**config.mk**
```make
export PLATFORM = sky130hd
export DESIGN_NAME = cisc_ctrl
export DESIGN_NICKNAME = d
export VERILOG_FILES = /design/src/cisc_pkg.sv /design/src/cisc_ctrl.sv /design/src/cisc_irq_arb.sv
export SDC_FILE = /design/constraint.sdc
export NUM_CORES = 1
export LEC_CHECK = 0
export BUFFER_PORTS_ARGS = -buffer_cell sky130_fd_sc_hd__clkbuf_2
export CORE_MARGIN = 2
export CORE_UTILIZATION = 29
export CTS_CLUSTER_DIAMETER = 80
export DETAILED_ROUTE_END_ITERATION = 6
export GPL_ROUTABILITY_DRIVEN = 0
export PLACE_DENSITY_LB_ADDON = 0.15
export SYNTH_ARGS = -nofsm -noshare
export SYNTH_HDL_FRONTEND = slang
export SYNTH_SLANG_ARGS = --single-unit
```
**constraint.sdc**
```tcl
create_clock -name clk -period 2.5 [get_ports clk]
set_input_delay 0.75 -clock clk [delete_from_list [all_inputs] [get_ports clk]]
set_output_delay 0.75 -clock clk [all_outputs]
set_load 0.02 [all_outputs]
```
**src/cisc_pkg.sv**
```systemverilog
// constants, offsets and state codes of the interrupt and stack control
package cisc_pkg;

  // ------------------------------------------------------------------
  // register offsets in i/o space
  // ------------------------------------------------------------------
  localparam logic [5:0] CISC_OFS_FLAGS    = 6'h3F;
  localparam logic [5:0] CISC_OFS_SP_HIGH  = 6'h3E;
  localparam logic [5:0] CISC_OFS_SP_LOW   = 6'h3D;
  localparam logic [5:0] CISC_OFS_KEY      = 6'h3C;
  localparam logic [5:0] CISC_OFS_IRQ_EN   = 6'h3B;
  localparam logic [5:0] CISC_OFS_IRQ_FLAG = 6'h3A;
  localparam logic [5:0] CISC_OFS_CLK_SRC  = 6'h39;
  localparam logic [5:0] CISC_OFS_CLK_PSC  = 6'h38;
  localparam logic [5:0] CISC_OFS_WDOG     = 6'h37;

  // ------------------------------------------------------------------
  // fields and reset values
  // ------------------------------------------------------------------
  localparam int          CISC_GIE_BIT      = 7;
  localparam int          CISC_KEY_OPEN_BIT = 0;
  localparam logic [7:0]  CISC_KEY_VALUE    = 8'hD8;
  localparam logic [7:0]  CISC_FLAGS_RST    = 8'h00;
  localparam logic [7:0]  CISC_IRQ_EN_RST   = 8'h00;
  localparam logic [7:0]  CISC_PROT_RST     = 8'h00;
  localparam logic [15:0] CISC_SRAM_LAST    = 16'h005F;

  // ------------------------------------------------------------------
  // timing counts in clock cycles
  // ------------------------------------------------------------------
  localparam int         CISC_KEY_WIN   = 4;
  localparam int         CISC_SEQ_CYC   = 4;
  localparam logic [2:0] CISC_KEY_LOAD  = 3'(CISC_KEY_WIN);
  localparam logic [1:0] CISC_SEQ_LAST  = 2'(CISC_SEQ_CYC - 1);

  // ------------------------------------------------------------------
  // sequencer states
  // ------------------------------------------------------------------
  typedef enum logic [1:0] {
    CISC_RUN  = 2'b00,
    CISC_PUSH = 2'b01,
    CISC_POP  = 2'b10,
    CISC_WAKE = 2'b11
  } cisc_state_t;

endpackage : cisc_pkg

```
**src/cisc_ctrl.sv**
```systemverilog
// stack pointer, interrupt entry and return, and change protection
//
// Behaviour
// - push stores then decrements pointer by one; pop increments first then reads
// - calls and interrupt entry push two-byte return address, pointer minus two
// - returns pop two-byte address into program counter, pointer plus two
// - stack pointer resets to last internal sram address
// - pointer held in low and high byte registers; high byte optional
// - single undivided clock; fetch overlaps execute, one-cycle alu op
// - source taken only when own enable and global enable are set
// - lower vector wins; external request zero first after reset
// - entry clears global enable; software may set it; return sets it
// - vectoring clears the flag; writing one also clears it
// - flags raised while disabled stay until enabled or cleared
// - level sources request only while their condition is present
// - one main instruction runs after return before next interrupt
// - entry and return leave the status flags untouched
// - clear-enable blocks interrupts at once, same cycle included
// - instruction after set-enable runs before any interrupt
// - entry takes four cycles pushing counter before vector runs
// - multi-cycle instructions finish first; sleep adds four cycles
// - return takes four cycles, pops counter, sets global enable
// - key 0xD8 opens protected writes for the next four cycles
// - interrupts ignored while the protected window is open
// - key bit 0 reads window open; bits 7 to 1 read zero
// - global enable is bit 7 of flags register at 0x3F, reset zero
// - pointer high byte at 0x3E, low byte at 0x3D
`timescale 1ns/1ps
module cisc_ctrl #(
  parameter int          N_SRC      = 8,
  parameter logic [7:0]  LEVEL_MASK = 8'h00,
  parameter logic [15:0] SP_RESET   = cisc_pkg::CISC_SRAM_LAST,
  parameter bit          SP_HIGH_EN = 1'b1
) (
  // clock and reset
  input  wire logic                     clk,
  input  wire logic                     resetn,
  // register port
  input  wire logic [5:0]               reg_addr,
  input  wire logic [7:0]               reg_wdata,
  input  wire logic                     reg_wr,
  input  wire logic                     reg_rd,
  output logic      [7:0]               reg_rdata,
  // instruction stream
  input  wire logic                     instr_done,
  input  wire logic                     op_push,
  input  wire logic                     op_pop,
  input  wire logic                     op_call,
  input  wire logic                     op_ret,
  input  wire logic                     op_interrupt_return,
  input  wire logic                     op_sei,
  input  wire logic                     op_cli,
  input  wire logic                     asleep,
  input  wire logic [7:0]               push_data,
  input  wire logic [15:0]              ret_pc,
  // peripheral interrupt sources
  input  wire logic [N_SRC-1:0]         irq_evt,
  input  wire logic [N_SRC-1:0]         irq_lvl,
  // stack memory
  output logic                          mem_we,
  output logic                          mem_re,
  output logic      [15:0]              mem_addr,
  output logic      [7:0]               mem_wdata,
  input  wire logic [7:0]               mem_rdata,
  // core control
  output logic                          core_stall,
  output logic                          vec_valid,
  output logic      [$clog2(N_SRC)-1:0] vec_num,
  output logic                          pc_load,
  output logic      [15:0]              pc_value,
  // protected registers and key window state
  output logic      [7:0]               clock_source_select,
  output logic      [7:0]               clock_prescale_select,
  output logic      [7:0]               watchdog_ctrl_status,
  output logic                          key_open
);

  localparam int IW = $clog2(N_SRC);

  initial begin
    if (N_SRC < 2 || N_SRC > 8) $error("N_SRC must be 2 to 8");
  end

  // ------------------------------------------------------------------
  // state
  // ------------------------------------------------------------------
  cisc_pkg::cisc_state_t state_q, state_d;
  logic [1:0]     cnt_q, cnt_d;
  logic           irq_seq_q, irq_seq_d;
  logic           interrupt_return_q, interrupt_return_d;
  logic [15:0]    sp_q, sp_d;
  logic [7:0]     flags_q, flags_d;
  logic [7:0]     irq_en_q;
  logic [2:0]     win_q, win_d;
  logic           hold_q, hold_d;
  logic [15:0]    ret_q;
  logic [7:0]     pc_hi_q;
  logic [IW-1:0]  idx_q;
  logic [7:0]     clk_src_q, clk_psc_q, wdog_q;
  logic [7:0]     rdata_q;
  logic           mem_we_q, mem_we_d, mem_re_q, mem_re_d;
  logic [15:0]    mem_addr_q, mem_addr_d;
  logic [7:0]     mem_wdata_q, mem_wdata_d;
  logic           vec_q, pc_load_q;
  logic [15:0]    pc_q;
  logic [N_SRC-1:0] arb_flags;
  logic           pend_any;
  logic [IW-1:0]  win_idx;

  // ------------------------------------------------------------------
  // decode
  // ------------------------------------------------------------------
  wire wr_flags = reg_wr && reg_addr == cisc_pkg::CISC_OFS_FLAGS;
  wire wr_sph   = reg_wr && reg_addr == cisc_pkg::CISC_OFS_SP_HIGH;
  wire wr_spl   = reg_wr && reg_addr == cisc_pkg::CISC_OFS_SP_LOW;
  wire wr_key   = reg_wr && reg_addr == cisc_pkg::CISC_OFS_KEY;
  wire wr_en    = reg_wr && reg_addr == cisc_pkg::CISC_OFS_IRQ_EN;
  wire wr_flag  = reg_wr && reg_addr == cisc_pkg::CISC_OFS_IRQ_FLAG;
  wire wr_src   = reg_wr && reg_addr == cisc_pkg::CISC_OFS_CLK_SRC;
  wire wr_psc   = reg_wr && reg_addr == cisc_pkg::CISC_OFS_CLK_PSC;
  wire wr_wdog  = reg_wr && reg_addr == cisc_pkg::CISC_OFS_WDOG;
  wire win_open = win_q != 3'h0;
  wire gie      = flags_q[cisc_pkg::CISC_GIE_BIT];
  wire seq_end  = cnt_q == cisc_pkg::CISC_SEQ_LAST;
  wire [N_SRC-1:0] clr_mask = wr_flag ? reg_wdata[N_SRC-1:0] : '0;

  // boundary is instruction retire, one cycle per simple op
  // multi-cycle ops retire only when finished
  wire boundary = instr_done || asleep;
  // cli in the same cycle blocks the take
  wire take = state_q == cisc_pkg::CISC_RUN && boundary && gie &&
              !op_cli && !hold_q && !win_open && pend_any;

  // ------------------------------------------------------------------
  // arbitration
  // ------------------------------------------------------------------
  cisc_irq_arb #(
    .N_SRC      (N_SRC),
    .LEVEL_MASK (LEVEL_MASK)
  ) u_arb (
    .clk      (clk),
    .resetn   (resetn),
    .irq_evt  (irq_evt),
    .irq_lvl  (irq_lvl),
    .irq_en   (irq_en_q[N_SRC-1:0]),
    .ack      (take),
    .ack_idx  (win_idx),
    .clr_mask (clr_mask),
    .flags_q  (arb_flags),
    .pend_any (pend_any),
    .win_idx  (win_idx)
  );

  // ------------------------------------------------------------------
  // sequencer
  // ------------------------------------------------------------------
  always_comb begin
    state_d     = state_q;
    cnt_d       = cnt_q;
    irq_seq_d   = irq_seq_q;
    interrupt_return_d      = interrupt_return_q;
    sp_d        = sp_q;
    mem_we_d    = 1'b0;
    mem_re_d    = 1'b0;
    mem_addr_d  = mem_addr_q;
    mem_wdata_d = mem_wdata_q;
    unique case (state_q)
      cisc_pkg::CISC_RUN: begin
        cnt_d = 2'h0;
        if (take) begin
          irq_seq_d = 1'b1;
          state_d   = asleep ? cisc_pkg::CISC_WAKE : cisc_pkg::CISC_PUSH;
        end else if (op_call) begin
          irq_seq_d = 1'b0;
          state_d   = cisc_pkg::CISC_PUSH;
        end else if (op_ret || op_interrupt_return) begin
          interrupt_return_d  = op_interrupt_return;
          state_d = cisc_pkg::CISC_POP;
        end else if (op_push) begin
          mem_we_d    = 1'b1;
          mem_addr_d  = sp_q;
          mem_wdata_d = push_data;
          sp_d        = sp_q - 16'h0001;
        end else if (op_pop) begin
          mem_re_d   = 1'b1;
          mem_addr_d = sp_q + 16'h0001;
          sp_d       = sp_q + 16'h0001;
        end
      end
      cisc_pkg::CISC_WAKE: begin
        cnt_d = cnt_q + 2'h1;
        if (seq_end) begin
          cnt_d   = 2'h0;
          state_d = cisc_pkg::CISC_PUSH;
        end
      end
      cisc_pkg::CISC_PUSH: begin
        cnt_d = cnt_q + 2'h1;
        // low byte at sp, high byte at sp-1
        if (cnt_q == 2'h0) begin
          mem_we_d    = 1'b1;
          mem_addr_d  = sp_q;
          mem_wdata_d = ret_q[7:0];
        end else if (cnt_q == 2'h1) begin
          mem_we_d    = 1'b1;
          mem_addr_d  = sp_q - 16'h0001;
          mem_wdata_d = ret_q[15:8];
          sp_d        = sp_q - 16'h0002;
          if (!irq_seq_q) state_d = cisc_pkg::CISC_RUN;
        end
        if (seq_end) state_d = cisc_pkg::CISC_RUN;
      end
      cisc_pkg::CISC_POP: begin
        cnt_d = cnt_q + 2'h1;
        // read high then low, pointer plus two
        if (cnt_q == 2'h0) begin
          mem_re_d   = 1'b1;
          mem_addr_d = sp_q + 16'h0001;
        end else if (cnt_q == 2'h1) begin
          mem_re_d   = 1'b1;
          mem_addr_d = sp_q + 16'h0002;
          sp_d       = sp_q + 16'h0002;
        end
        if (seq_end) state_d = cisc_pkg::CISC_RUN;
      end
      default: state_d = cisc_pkg::CISC_RUN;
    endcase
    if (wr_sph && SP_HIGH_EN) sp_d[15:8] = reg_wdata;
    if (wr_spl)               sp_d[7:0]  = reg_wdata;
    if (!SP_HIGH_EN)          sp_d[15:8] = 8'h00;
  end

  // ------------------------------------------------------------------
  // global enable, hold and key window
  // ------------------------------------------------------------------
  wire interrupt_return_end = state_q == cisc_pkg::CISC_POP && seq_end && interrupt_return_q;

  always_comb begin
    // only bit 7 is touched by hardware
    flags_d = wr_flags ? reg_wdata : flags_q;
    // entry clears, return and sei set
    if (take)                     flags_d[cisc_pkg::CISC_GIE_BIT] = 1'b0;
    else if (op_cli)              flags_d[cisc_pkg::CISC_GIE_BIT] = 1'b0;
    else if (op_sei || interrupt_return_end)  flags_d[cisc_pkg::CISC_GIE_BIT] = 1'b1;
    hold_d = hold_q;
    if (op_sei || interrupt_return_end)  hold_d = 1'b1;
    else if (instr_done)     hold_d = 1'b0;
    win_d = win_open ? win_q - 3'h1 : 3'h0;
    if (wr_key && reg_wdata == cisc_pkg::CISC_KEY_VALUE)
      win_d = cisc_pkg::CISC_KEY_LOAD;
  end

  // ------------------------------------------------------------------
  // read mux
  // ------------------------------------------------------------------
  logic [7:0] rd_mux;
  always_comb begin
    unique case (reg_addr)
      cisc_pkg::CISC_OFS_FLAGS:    rd_mux = flags_q;
      cisc_pkg::CISC_OFS_SP_HIGH:  rd_mux = sp_q[15:8];
      cisc_pkg::CISC_OFS_SP_LOW:   rd_mux = sp_q[7:0];
      // only the open bit reads back
      cisc_pkg::CISC_OFS_KEY:      rd_mux = {7'h00, win_open};
      cisc_pkg::CISC_OFS_IRQ_EN:   rd_mux = irq_en_q;
      cisc_pkg::CISC_OFS_IRQ_FLAG: rd_mux = 8'(arb_flags);
      cisc_pkg::CISC_OFS_CLK_SRC:  rd_mux = clk_src_q;
      cisc_pkg::CISC_OFS_CLK_PSC:  rd_mux = clk_psc_q;
      cisc_pkg::CISC_OFS_WDOG:     rd_mux = wdog_q;
      default:                     rd_mux = 8'h00;
    endcase
  end

  // ------------------------------------------------------------------
  // registers
  // ------------------------------------------------------------------
  always_ff @(posedge clk or negedge resetn) begin
    if (!resetn) begin
      state_q   <= cisc_pkg::CISC_RUN;
      cnt_q     <= 2'h0;
      irq_seq_q <= 1'b0;
      interrupt_return_q    <= 1'b0;
      // pointer starts at last sram byte
      sp_q      <= SP_HIGH_EN ? SP_RESET : {8'h00, SP_RESET[7:0]};
      flags_q   <= cisc_pkg::CISC_FLAGS_RST;
      hold_q    <= 1'b0;
      win_q     <= 3'h0;
    end else begin
      state_q   <= state_d;
      cnt_q     <= cnt_d;
      irq_seq_q <= irq_seq_d;
      interrupt_return_q    <= interrupt_return_d;
      sp_q      <= sp_d;
      flags_q   <= flags_d;
      hold_q    <= hold_d;
      win_q     <= win_d;
    end
  end

  // protected writes only land inside the window
  always_ff @(posedge clk or negedge resetn) begin
    if (!resetn) begin
      irq_en_q  <= cisc_pkg::CISC_IRQ_EN_RST;
      clk_src_q <= cisc_pkg::CISC_PROT_RST;
      clk_psc_q <= cisc_pkg::CISC_PROT_RST;
      wdog_q    <= cisc_pkg::CISC_PROT_RST;
      rdata_q   <= 8'h00;
    end else begin
      if (wr_en) irq_en_q <= reg_wdata;
      if (wr_src && win_open)  clk_src_q <= reg_wdata;
      if (wr_psc && win_open)  clk_psc_q <= reg_wdata;
      if (wr_wdog && win_open) wdog_q    <= reg_wdata;
      rdata_q <= reg_rd ? rd_mux : 8'h00;
    end
  end

  // return address, popped bytes and core strobes
  always_ff @(posedge clk or negedge resetn) begin
    if (!resetn) begin
      ret_q       <= 16'h0000;
      pc_hi_q     <= 8'h00;
      idx_q       <= '0;
      mem_we_q    <= 1'b0;
      mem_re_q    <= 1'b0;
      mem_addr_q  <= 16'h0000;
      mem_wdata_q <= 8'h00;
      vec_q       <= 1'b0;
      pc_load_q   <= 1'b0;
      pc_q        <= 16'h0000;
    end else begin
      if (state_q == cisc_pkg::CISC_RUN) ret_q <= ret_pc;
      if (take) idx_q <= win_idx;
      mem_we_q    <= mem_we_d;
      mem_re_q    <= mem_re_d;
      mem_addr_q  <= mem_addr_d;
      mem_wdata_q <= mem_wdata_d;
      vec_q <= state_q == cisc_pkg::CISC_PUSH && seq_end && irq_seq_q;
      if (state_q == cisc_pkg::CISC_POP && cnt_q == 2'h2)
        pc_hi_q <= mem_rdata;
      pc_load_q <= state_q == cisc_pkg::CISC_POP && seq_end;
      if (state_q == cisc_pkg::CISC_POP && seq_end)
        pc_q <= {pc_hi_q, mem_rdata};
    end
  end

  // ------------------------------------------------------------------
  // outputs
  // ------------------------------------------------------------------
  logic stall_q;
  always_ff @(posedge clk or negedge resetn) begin
    if (!resetn) stall_q <= 1'b0;
    else         stall_q <= state_d != cisc_pkg::CISC_RUN;
  end

  assign reg_rdata             = rdata_q;
  assign mem_we                = mem_we_q;
  assign mem_re                = mem_re_q;
  assign mem_addr              = mem_addr_q;
  assign mem_wdata             = mem_wdata_q;
  assign core_stall            = stall_q;
  assign vec_valid             = vec_q;
  assign vec_num               = idx_q;
  assign pc_load               = pc_load_q;
  assign pc_value              = pc_q;
  assign clock_source_select   = clk_src_q;
  assign clock_prescale_select = clk_psc_q;
  assign watchdog_ctrl_status  = wdog_q;
  assign key_open              = win_q != 3'h0;

endmodule : cisc_ctrl

```
**src/cisc_irq_arb.sv**
```systemverilog
// interrupt flags, enables and fixed priority arbitration
`timescale 1ns/1ps
module cisc_irq_arb #(
  parameter int             N_SRC      = 8,
  parameter logic [7:0]     LEVEL_MASK = 8'h00
) (
  // clock and reset
  input  wire logic                     clk,
  input  wire logic                     resetn,
  // sources
  input  wire logic [N_SRC-1:0]         irq_evt,
  input  wire logic [N_SRC-1:0]         irq_lvl,
  input  wire logic [N_SRC-1:0]         irq_en,
  // clears
  input  wire logic                     ack,
  input  wire logic [$clog2(N_SRC)-1:0] ack_idx,
  input  wire logic [N_SRC-1:0]         clr_mask,
  // results
  output logic      [N_SRC-1:0]         flags_q,
  output logic                          pend_any,
  output logic      [$clog2(N_SRC)-1:0] win_idx
);

  localparam logic [N_SRC-1:0] LVL = LEVEL_MASK[N_SRC-1:0];

  initial begin
    if (N_SRC < 2 || N_SRC > 8) $error("N_SRC must be 2 to 8");
  end

  logic [N_SRC-1:0] flags_d;
  logic [N_SRC-1:0] ack_mask;
  logic [N_SRC-1:0] pend;

  // hardware and w1c clear
  // set wins over clear so a same-cycle event is kept
  assign ack_mask = ack ? (N_SRC'(1) << ack_idx) : '0;
  assign flags_d  = ((flags_q & ~ack_mask & ~clr_mask) | irq_evt) & ~LVL;
  assign pend     = ((flags_q & ~LVL) | (irq_lvl & LVL)) & irq_en;
  assign pend_any = |pend;

  always_comb begin
    win_idx = '0;
    for (int i = N_SRC - 1; i >= 0; i--) begin
      if (pend[i]) win_idx = ($clog2(N_SRC))'(i);
    end
  end

  always_ff @(posedge clk or negedge resetn) begin
    if (!resetn) flags_q <= '0;
    else         flags_q <= flags_d;
  end

endmodule : cisc_irq_arb

```
* Word level (Yosys, flattened, before mapping)
Cells that the tools add are included.
Word-level totals: bits in registers 154, output and inout port bits 81
Operators by class: $add $sub $neg 6, equal/unequal tests 39, shift-type cells 1, mux-type cells 75, bitwise gates (word level) 8, reduce and logical (&&, ||, !) cells 49
Operators by type and width (number):
- 2-to-1 mux 16 bit | 16
- 2-to-1 mux 8 bit | 12
- one-hot mux 16 bit (3 select lines) | 2
- one-hot mux 8 bit (9 select lines) | 1
- == test 6 bit, second input constant | 9
- inequality test 3 bit, second input constant | 17
- 2-to-1 mux 3 bit | 10
- bitwise AND 8 bit | 3
- logical AND 1 bit | 24
- 2-to-1 mux 2 bit | 11
- 2-to-1 mux 1 bit | 18
- AND reduction 9 bit | 2
- adder 16 x 1 -> 16 bit, second input constant | 1
- adder 16 x 2 -> 16 bit, second input constant | 1
- NOT 8 bit | 2
- one-hot mux 8 bit (2 select lines) | 1
- subtractor 16 x 1 -> 16 bit, second input constant | 1
- subtractor 16 x 2 -> 16 bit, second input constant | 1
- nonzero test 4 bit | 3
- == test 2 bit, second input constant | 4
- == test 8 bit, second input constant | 1
- inequality test 2 bit, second input constant | 4
- inequality test 4 bit, second input constant | 2
- bitwise OR 8 bit | 1
- other kinds (19) | 31

* Longest topological paths before layout
Gate-level depths: netlist (run 1).
word-level depth 15, depth in mapped cells 10

* Hierarchy
Synthesis (run 1) repeated with hierarchy kept, for this count alone.
Unflattened totals: cells, all modules 924, area total of the unflattened synthesis 9177.6 µm²
Modules (own cells, without submodules):
- cisc_ctrl | instances 1, cells an instance 869, area each 8680.8 µm², seq. area each 3661.0 µm²
- cisc_irq_arb | instances 1, cells an instance 55, area each 496.7 µm², seq. area each 200.2 µm²

* Worst setup path after synthesis (run 1)
No wires, ideal clock.
path type input -> register, from in reg_addr[4], to reg clk_src_q[3] (netlist: clock_source_select[3]), arrival 2126 ps, required time 2375 ps, slack 249 ps, cell stages on the path 7, path buffers 2, path through nand3_1 or2_1 clkbuf_1 nor2_2 and3_1 buf_2 mux2_2
On the way: cells in the longest elaborated chain, start to end 3
RTL lines:
- from (decl) | line cisc_ctrl.sv:39 | input wire logic [5:0] reg_addr,
- == test 6 bit | line cisc_ctrl.sv:119 | wire wr_src = reg_wr && reg_addr == cisc_pkg::CISC_OFS_CLK_SRC;
- logical AND 1 bit | line cisc_ctrl.sv:119
- logical AND 1 bit | line cisc_ctrl.sv:309 | if (wr_src && win_open) clk_src_q <= reg_wdata;
- to (signal assigned) | line cisc_ctrl.sv:303 | clk_src_q <= cisc_pkg::CISC_PROT_RST;
- to (signal assigned) | line cisc_ctrl.sv:309
- to (decl) | line cisc_ctrl.sv:99 | logic [7:0] clk_src_q, clk_psc_q, wdog_q;
Every way passes these cells. A chain may end at the register's enable or synchronous reset.

* Final worst setup path (run 1)
from reg win_q[0], to out key_open
On the way: cells in the longest elaborated chain, start to end 1
RTL lines:
- from (decl) | line cisc_ctrl.sv:94 | logic [2:0] win_q, win_d;
- from (signal assigned) | line cisc_ctrl.sv:295 | win_q <= win_d;
- nonzero test 3 bit | line cisc_ctrl.sv:367 | assign key_open = win_q != 3'h0;
- to (decl) | line cisc_ctrl.sv:75 | output logic key_open
Every way passes these cells.

==> results of run 1 <==
area by class of cell:
cell class	instances	area, sq um
Tap cell	435	544
Clock inverter	14	134
Inverter	26	97.6
Timing Repair Buffer	259	1620
Fill cell	3296	20000
Multi-Input combinational cell	712	5130
Sequential cell	154	3860
Clock buffer	18	439
per-layer routing:
layer	GRT usage, %	vias up	wire [um]
li1	-	3938	-
met3	3.85	20	1620
met1	26.8	4158	14900
met2	31.4	195	15300
met4	4.93	0	344
met5	0	-	0
synth_stat cells, types with 5 or more instances:
cell      count
nand2_1      98
a22oi_1      19
a221oi_1     21
o211ai_1      8
a31o_2        9
dfstp_2       6
a31oi_1      17
o21ai_0      25
buf_2        24
buf_4        10
xor2_1       30
nor3_1       23
and2_1        8
nor2b_1       7
buf_1         8
mux2i_1      14
nor4_1       14
nor2_2        5
mux2_2       77
and3_1        7
nand2b_1      8
inv_1        24
o21ai_1      11
xnor2_1      34
nand3_1      14
nand4_1      14
nor2_1       75
a211oi_1      5
o31ai_1      14
ha_1         17
a22o_1       12
o22ai_1       7
dfrtp_1     148
clkbuf_1     29
o221ai_1      6
a21oi_1      40
final timing paths:
kind	end	slack (ns)	cells past startpoint
worst min-delay path	mem_addr[11]	0.22	1
worst max register to register	u_arb.flags_q[5]	0.15	7
worst max-delay path	key_open	0.12	5
worst min register to register	win_q[0]	0.46	1
max in group asynchronous	sp_q[3]	1.59	2
min in group clk	win_q[0]	0.46	1
critical path: stages (launching register included):
cell and delay (ns):
dfrtp_1 0.39, nor2_1 0.17, ha_1 0.20, buf_4 0.14
inv_1 0.11, clkbuf_2 0.18
cells by family after synthesis:
| kind of cell | after synthesis |
|---|---|
| AO/OA/AOI/OAI | 230 |
| XOR/XNOR | 64 |
| adder cells (fa/ha/maj) | 17 |
| buffers and inverters | 98 |
| flip-flops | 154 |
| multiplexers | 92 |
| AND/OR/NAND/NOR | 309 |
registers in the layout, indices dropped and copies added (netlist names), 16 cells and up:
signal and count:
pc_value 16, mem_addr 16, ret_q 16, sp_q 16
power by group through the flow:
stage               Sequential [mW]  Clock [mW]  Combinational [mW]
CTS                            3.83        2.67                7.20
floorplan                      4.08           0                4.44
global route                   3.92        2.77                7.90
global placement               3.85           0                7.15
detailed placement             3.87           0                7.19
finish                         3.82        2.60                7.20
timing repair:
item	in CTS	in global routing
resized for setup	0	3
setup buffers	0	1
endpoints found under the setup margin	0	14
==> results.py, run 1 <==
metrics = {
    "floorplan": {
        "core_sq_um": 31800,
        "die_h_um": 184,
        "num_rows": 65,
        "die_w_um": 184,
        "die-area_sq_um": 33900,
        "initial_core_util_pct": 29.6,
        "io_pins": 156,
    },
    "yosys": {
        "synth-edff-count": 0,
        "synth.avg_cell_area_sq_um": 9.77,
        "synth_top_area_share_pct": 39.3,
        "netlist_instances": 964,
        "ys_warn_count": 0,
        "synth_cell_types": 85,
        "synthAdderAreaFrac_pct": 2.26,
        "synth_top_family_by_area": "compound AO/OA/AOI/OAI gates",
        "synth-seq-cells": 154,
        "async_reset_ff_share_pct": 100,
        "synthesis.nets": 1056,
        "syn_area_sq_um": 9410,
        "seq_area_frac_synth_pct": 41.0,
        "synth_xor_area_share_pct": 5.95,
        "ys_top_cells_by_area": "dfrtp_1 39%, mux2_2 9.2%, nand2_1 3.9%",
        "synth_flop_cell": "dfrtp_1",
        "muxShareOfSynthArea_pct": 10.9,
        "synth_compound_gate_area_share_pct": 18.0,
        "synthSimpleGateAreaFrac_pct": 17.2,
        "yosysTopAreaCell": "dfrtp_1",
    },
    "power_and_ir_drop": {
        "p_leak_nw": 5.24,
        "p_total_mw": 13.6,
        "p_per_area_nw_per_um2": 1150,
        "p_switching_mw": 5.99,
        "pwr-share-seq_pct": 28.1,
        "p_comb_share_pct": 52.9,
        "clkPwrFrac_pct": 19.1,
        "swShare_pct": 44.0,
        "peakVddDrop_mv": 0.526,
        "internal_power_mw": 7.63,
    },
    "clocking": {
        "numCtsBuffers": 17,
        "cts-root-buf": "clkbuf_16",
        "htreeDepth": 4,
        "clock-sinks": 154,
        "clk_latency_ns": 0.45,
        "clk_path_buf_depth": 2,
        "cts_tree": "done",
        "holdBufCountCts": 0,
        "cts.clk_slew.worst_paths_ns": 0.07,
    },
    "final_layout": {
        "fin_util_pct": 37.2,
        "final_common_cell": "dfrtp_1",
        "layout-drive-gt1-share_pct": 35.8,
        "fin_area_sq_um": 11800,
        "final_cells": 1618,
        "final_nets": 1262,
        "most-common-layout-cells": "148 x dfrtp_1, 146 x clkbuf_2, 109 x buf_4",
        "diodes": 0,
        "area_growth_pct": 25.6,
    },
    "sta": {
        "setup_violations": 0,
        "timing.fmax_mhz": 420,
        "hold_viol": 0,
        "final.setup.tns_ns": 0,
        "fin_crit_sh_pct": 95.3,
        "drv_slew": 0,
        "holdWs_ns": 0.224,
        "period_minus_slack_ns": 2.38,
        "worstMarginPinSlew_ns": 0.571,
        "grt_setup_unrepaired": "no",
        "finalClockSkew_ns": 0.0129,
        "timing.final.ws_setup_ns": 0.117,
        "maxSlewHeadroom_pct": 61.6,
    },
    "critical_path": {
        "endpoint_kind": "output port",
        "r2r_start": "state_q[0]",
        "worst_ep_required_time_ns": 1.75,
        "worstSetupPathType": "flop to output port",
        "critPathLaunchType": "flop",
        "crit_fanout": 4,
        "arrival_ns": 1.63,
        "startpoint": "win_q[0]",
    },
    "routing": {
        "routed_wl_mm": 32.2,
        "routedWlPerCell_um": 19.9,
        "drt_pass1_iterations": 5,
        "drtIter0Drc": 642,
        "ant_nets": 0,
        "drc_errors": 0,
        "via_count": 8311,
        "vias_per_cell": 5.14,
    },
    "place": {
        "place_ws_ns": -0.00427,
        "post-place-cells": 1585,
        "dp_hpwl_mm": 24.3,
        "placed_cell_area_sq_um": 11200,
        "portBuffers": 147,
    },
    "grt": {
        "overflow": 0,
        "grt_pass1_wl_mm": 50.3,
        "track_usage_pct": 19.5,
        "grt_start_max_net_pins": 50,
        "antenna_found_initial": 0,
        "grt_pass1_vias": 8351,
    },
    "status": {
        "run_status": "finished, final reports clean",
    },
    "hold_path": {
        "hold_path.class": "input port to async pin",
    },
    "flow_run": {
        "drv_cap": 0,
    },
}
(Power assumes the default switching activity.)
==> inputs of run 2 (changes only) <==
--- a/config.mk
+++ b/config.mk
@@ -8,6 +8,7 @@
 export BUFFER_PORTS_ARGS = -buffer_cell sky130_fd_sc_hd__clkbuf_2
 export CORE_MARGIN = 2
 export CORE_UTILIZATION = 29
+export CTS_BUF_LIST = sky130_fd_sc_hd__clkbuf_8
 export CTS_CLUSTER_DIAMETER = 80
 export DETAILED_ROUTE_END_ITERATION = 6
 export GPL_ROUTABILITY_DRIVEN = 0
==> results.py, run 2 (synthesis results as in run 1) <==
metrics = {
    "clocking": {
        "cts.clk_slew.worst_paths_ns": 0.10,
        "cts_tree": "done",
        "htreeDepth": 4,
        "clk_path_buf_depth": 2,
        "cts-root-buf": "clkbuf_8",
        "clock-sinks": 154,
        "clk_latency_ns": 0.47,
        "numCtsBuffers": 17,
    },
    "routing": {
        "routedWlPerCell_um": 19.8,
        "via_count": 8328,
        "routed_wl_mm": 32.1,
        "drc_errors": 0,
        "vias_per_cell": 5.15,
        "ant_nets": 0,
        "drt_pass1_iterations": 5,
        "drtIter0Drc": 624,
    },
    "critical_path": {
        "worst-r2r-cell-count": 9,
        "critPathLaunchType": "flop",
        "cp-endpoint": "key_open",
        "startpoint": "win_q[0]",
        "r2r_start": "sp_q[1]",
        "r2r_slack_ns": 0.14,
        "worstReg2RegEnd": "sp_q[9]",
        "worstSetupPathType": "flop to output port",
        "endpoint_kind": "output port",
        "worst_ep_required_time_ns": 1.75,
        "crit_fanout": 4,
        "arrival_ns": 1.62,
    },
    "power_and_ir_drop": {
        "p_per_area_nw_per_um2": 1110,
        "swShare_pct": 45.5,
        "p_leak_nw": 5.15,
        "peakVddDrop_mv": 0.415,
        "internal_power_mw": 7.04,
        "p_comb_share_pct": 55.7,
        "clkPwrFrac_pct": 14.8,
        "p_switching_mw": 5.88,
        "pwr-share-seq_pct": 29.5,
    },
    "sta": {
        "grt_setup_unrepaired": "no",
        "final.setup.tns_ns": 0,
        "timing.fmax_mhz": 422,
        "finalClockSkew_ns": 0.0169,
        "worstMarginPinSlew_ns": 0.577,
        "drv_slew": 0,
        "maxSlewHeadroom_pct": 61.2,
        "fin_crit_sh_pct": 94.9,
        "hold_viol": 0,
        "setup_violations": 0,
        "period_minus_slack_ns": 2.37,
    },
    "grt": {
        "track_usage_pct": 19.5,
        "grt_pass1_vias": 8360,
        "grt_pass1_wl_mm": 50.2,
        "overflow": 0,
        "grt_start_max_net_pins": 50,
        "antenna_found_initial": 0,
    },
    "hold_path": {
        "hold_path.class": "input port to async pin",
    },
    "final_layout": {
        "fin_area_sq_um": 11600,
        "final_common_cell": "dfrtp_1",
        "ff_latch_area_sq_um": 3860,
        "area_growth_pct": 23.6,
        "layout-drive-gt1-share_pct": 35.8,
        "fin_util_pct": 36.6,
        "final_nets": 1262,
        "diodes": 0,
        "most-common-layout-cells": "148 x dfrtp_1, 146 x clkbuf_2, 109 x buf_4",
        "multiInputGateArea_sq_um": 5130,
        "num-fill-cells": 3324,
    },
    "floorplan": {
        "die-area_sq_um": 33900,
        "die_w_um": 184,
        "num_rows": 65,
        "initial_core_util_pct": 29.6,
        "core_sq_um": 31800,
        "die_h_um": 184,
        "io_pins": 156,
    },
    "place": {
        "portBuffers": 147,
        "dp_hpwl_mm": 24.3,
        "placed_cell_area_sq_um": 11200,
    },
    "status": {
        "run_status": "finished, final reports clean",
    },
    "flow_run": {
        "drv_cap": 0,
    },
}
## run 2: cell types whose count changed in the layout (fill, tap and decap cells not counted)
cell       change
clkbuf_16     -17
clkbuf_8      +17
nor2_1         -1
nor2_2         +1
## run 2: metrics by stage
stage	instances	total power, mW	worst slack [ns]	hold slack, ns
floorplan	964	8.52	0.249	0.432
global placement	1585	11.0	0.0701	0.452
detailed placement	1585	11.1	-0.00427	0.453
CTS	1617	13.0	0.0368	0.168
global route	1618	13.9	0.00246	0.182
finish	1618	12.9	0.128	0.188
## run 2: critical path: stages, from the launching register on
cell	delay, ns
dfrtp_1	0.39
nor2_2	0.06
ha_1	0.19
buf_4	0.15
inv_1	0.15
clkbuf_2	0.20
## run 2: worst min-delay path by stage
stage,startpoint,to,slack [ns]
after floorplan,win_q[0],win_q[0],0.43
final,resetn,mem_addr[11],0.19
after CTS,resetn,mem_addr[11],0.17
after global routing,resetn,mem_addr[3],0.18
after global placement,win_q[0],win_q[0],0.45
after detailed placement,win_q[0],win_q[0],0.45
## run 2: metal layers
| layer | global-route usage (%) | up-vias | wire, um | part of all wire (%) |
|---|---|---|---|---|
| met4 | 4.86 | 0 | 342 | 1.1 |
| met3 | 3.87 | 22 | 1540 | 4.8 |
| met5 | 0 | - | 0 | 0 |
| li1 | - | 3937 | - | - |
| met2 | 31.5 | 214 | 15400 | 48 |
| met1 | 26.6 | 4155 | 14800 | 46 |
## run 2: layout make-up
| type | count | share of cell area [%] |
|---|---|---|
| tap | 435 | 4.68 |
| sequential | 154 | 33.2 |
| multi-input combinational | 712 | 44.1 |
| timing repair buffer | 259 | 13.9 |
| clock buffer | 18 | 2.13 |
| inverter | 26 | 0.839 |
| clock inverter | 14 | 1.15 |
## run 2: power by group through the flow
stage,Clock [mW],Combinational (mW),Sequential (mW)
2_1_floorplan,0,4.44,4.08
3_3_place_gp,0,7.15,3.85
3_5_place_dp,0,7.19,3.87
4_1_cts,2.00,7.20,3.82
5_1_grt,2.08,7.90,3.92
6_report,1.91,7.20,3.81
## run 2: what timing repair did
item | CTS | global route
hold buffers | 0 | 0
endpoints found under the setup margin | 0 | 15
buffers inserted | 0 | 1
gates resized for setup | 0 | 4
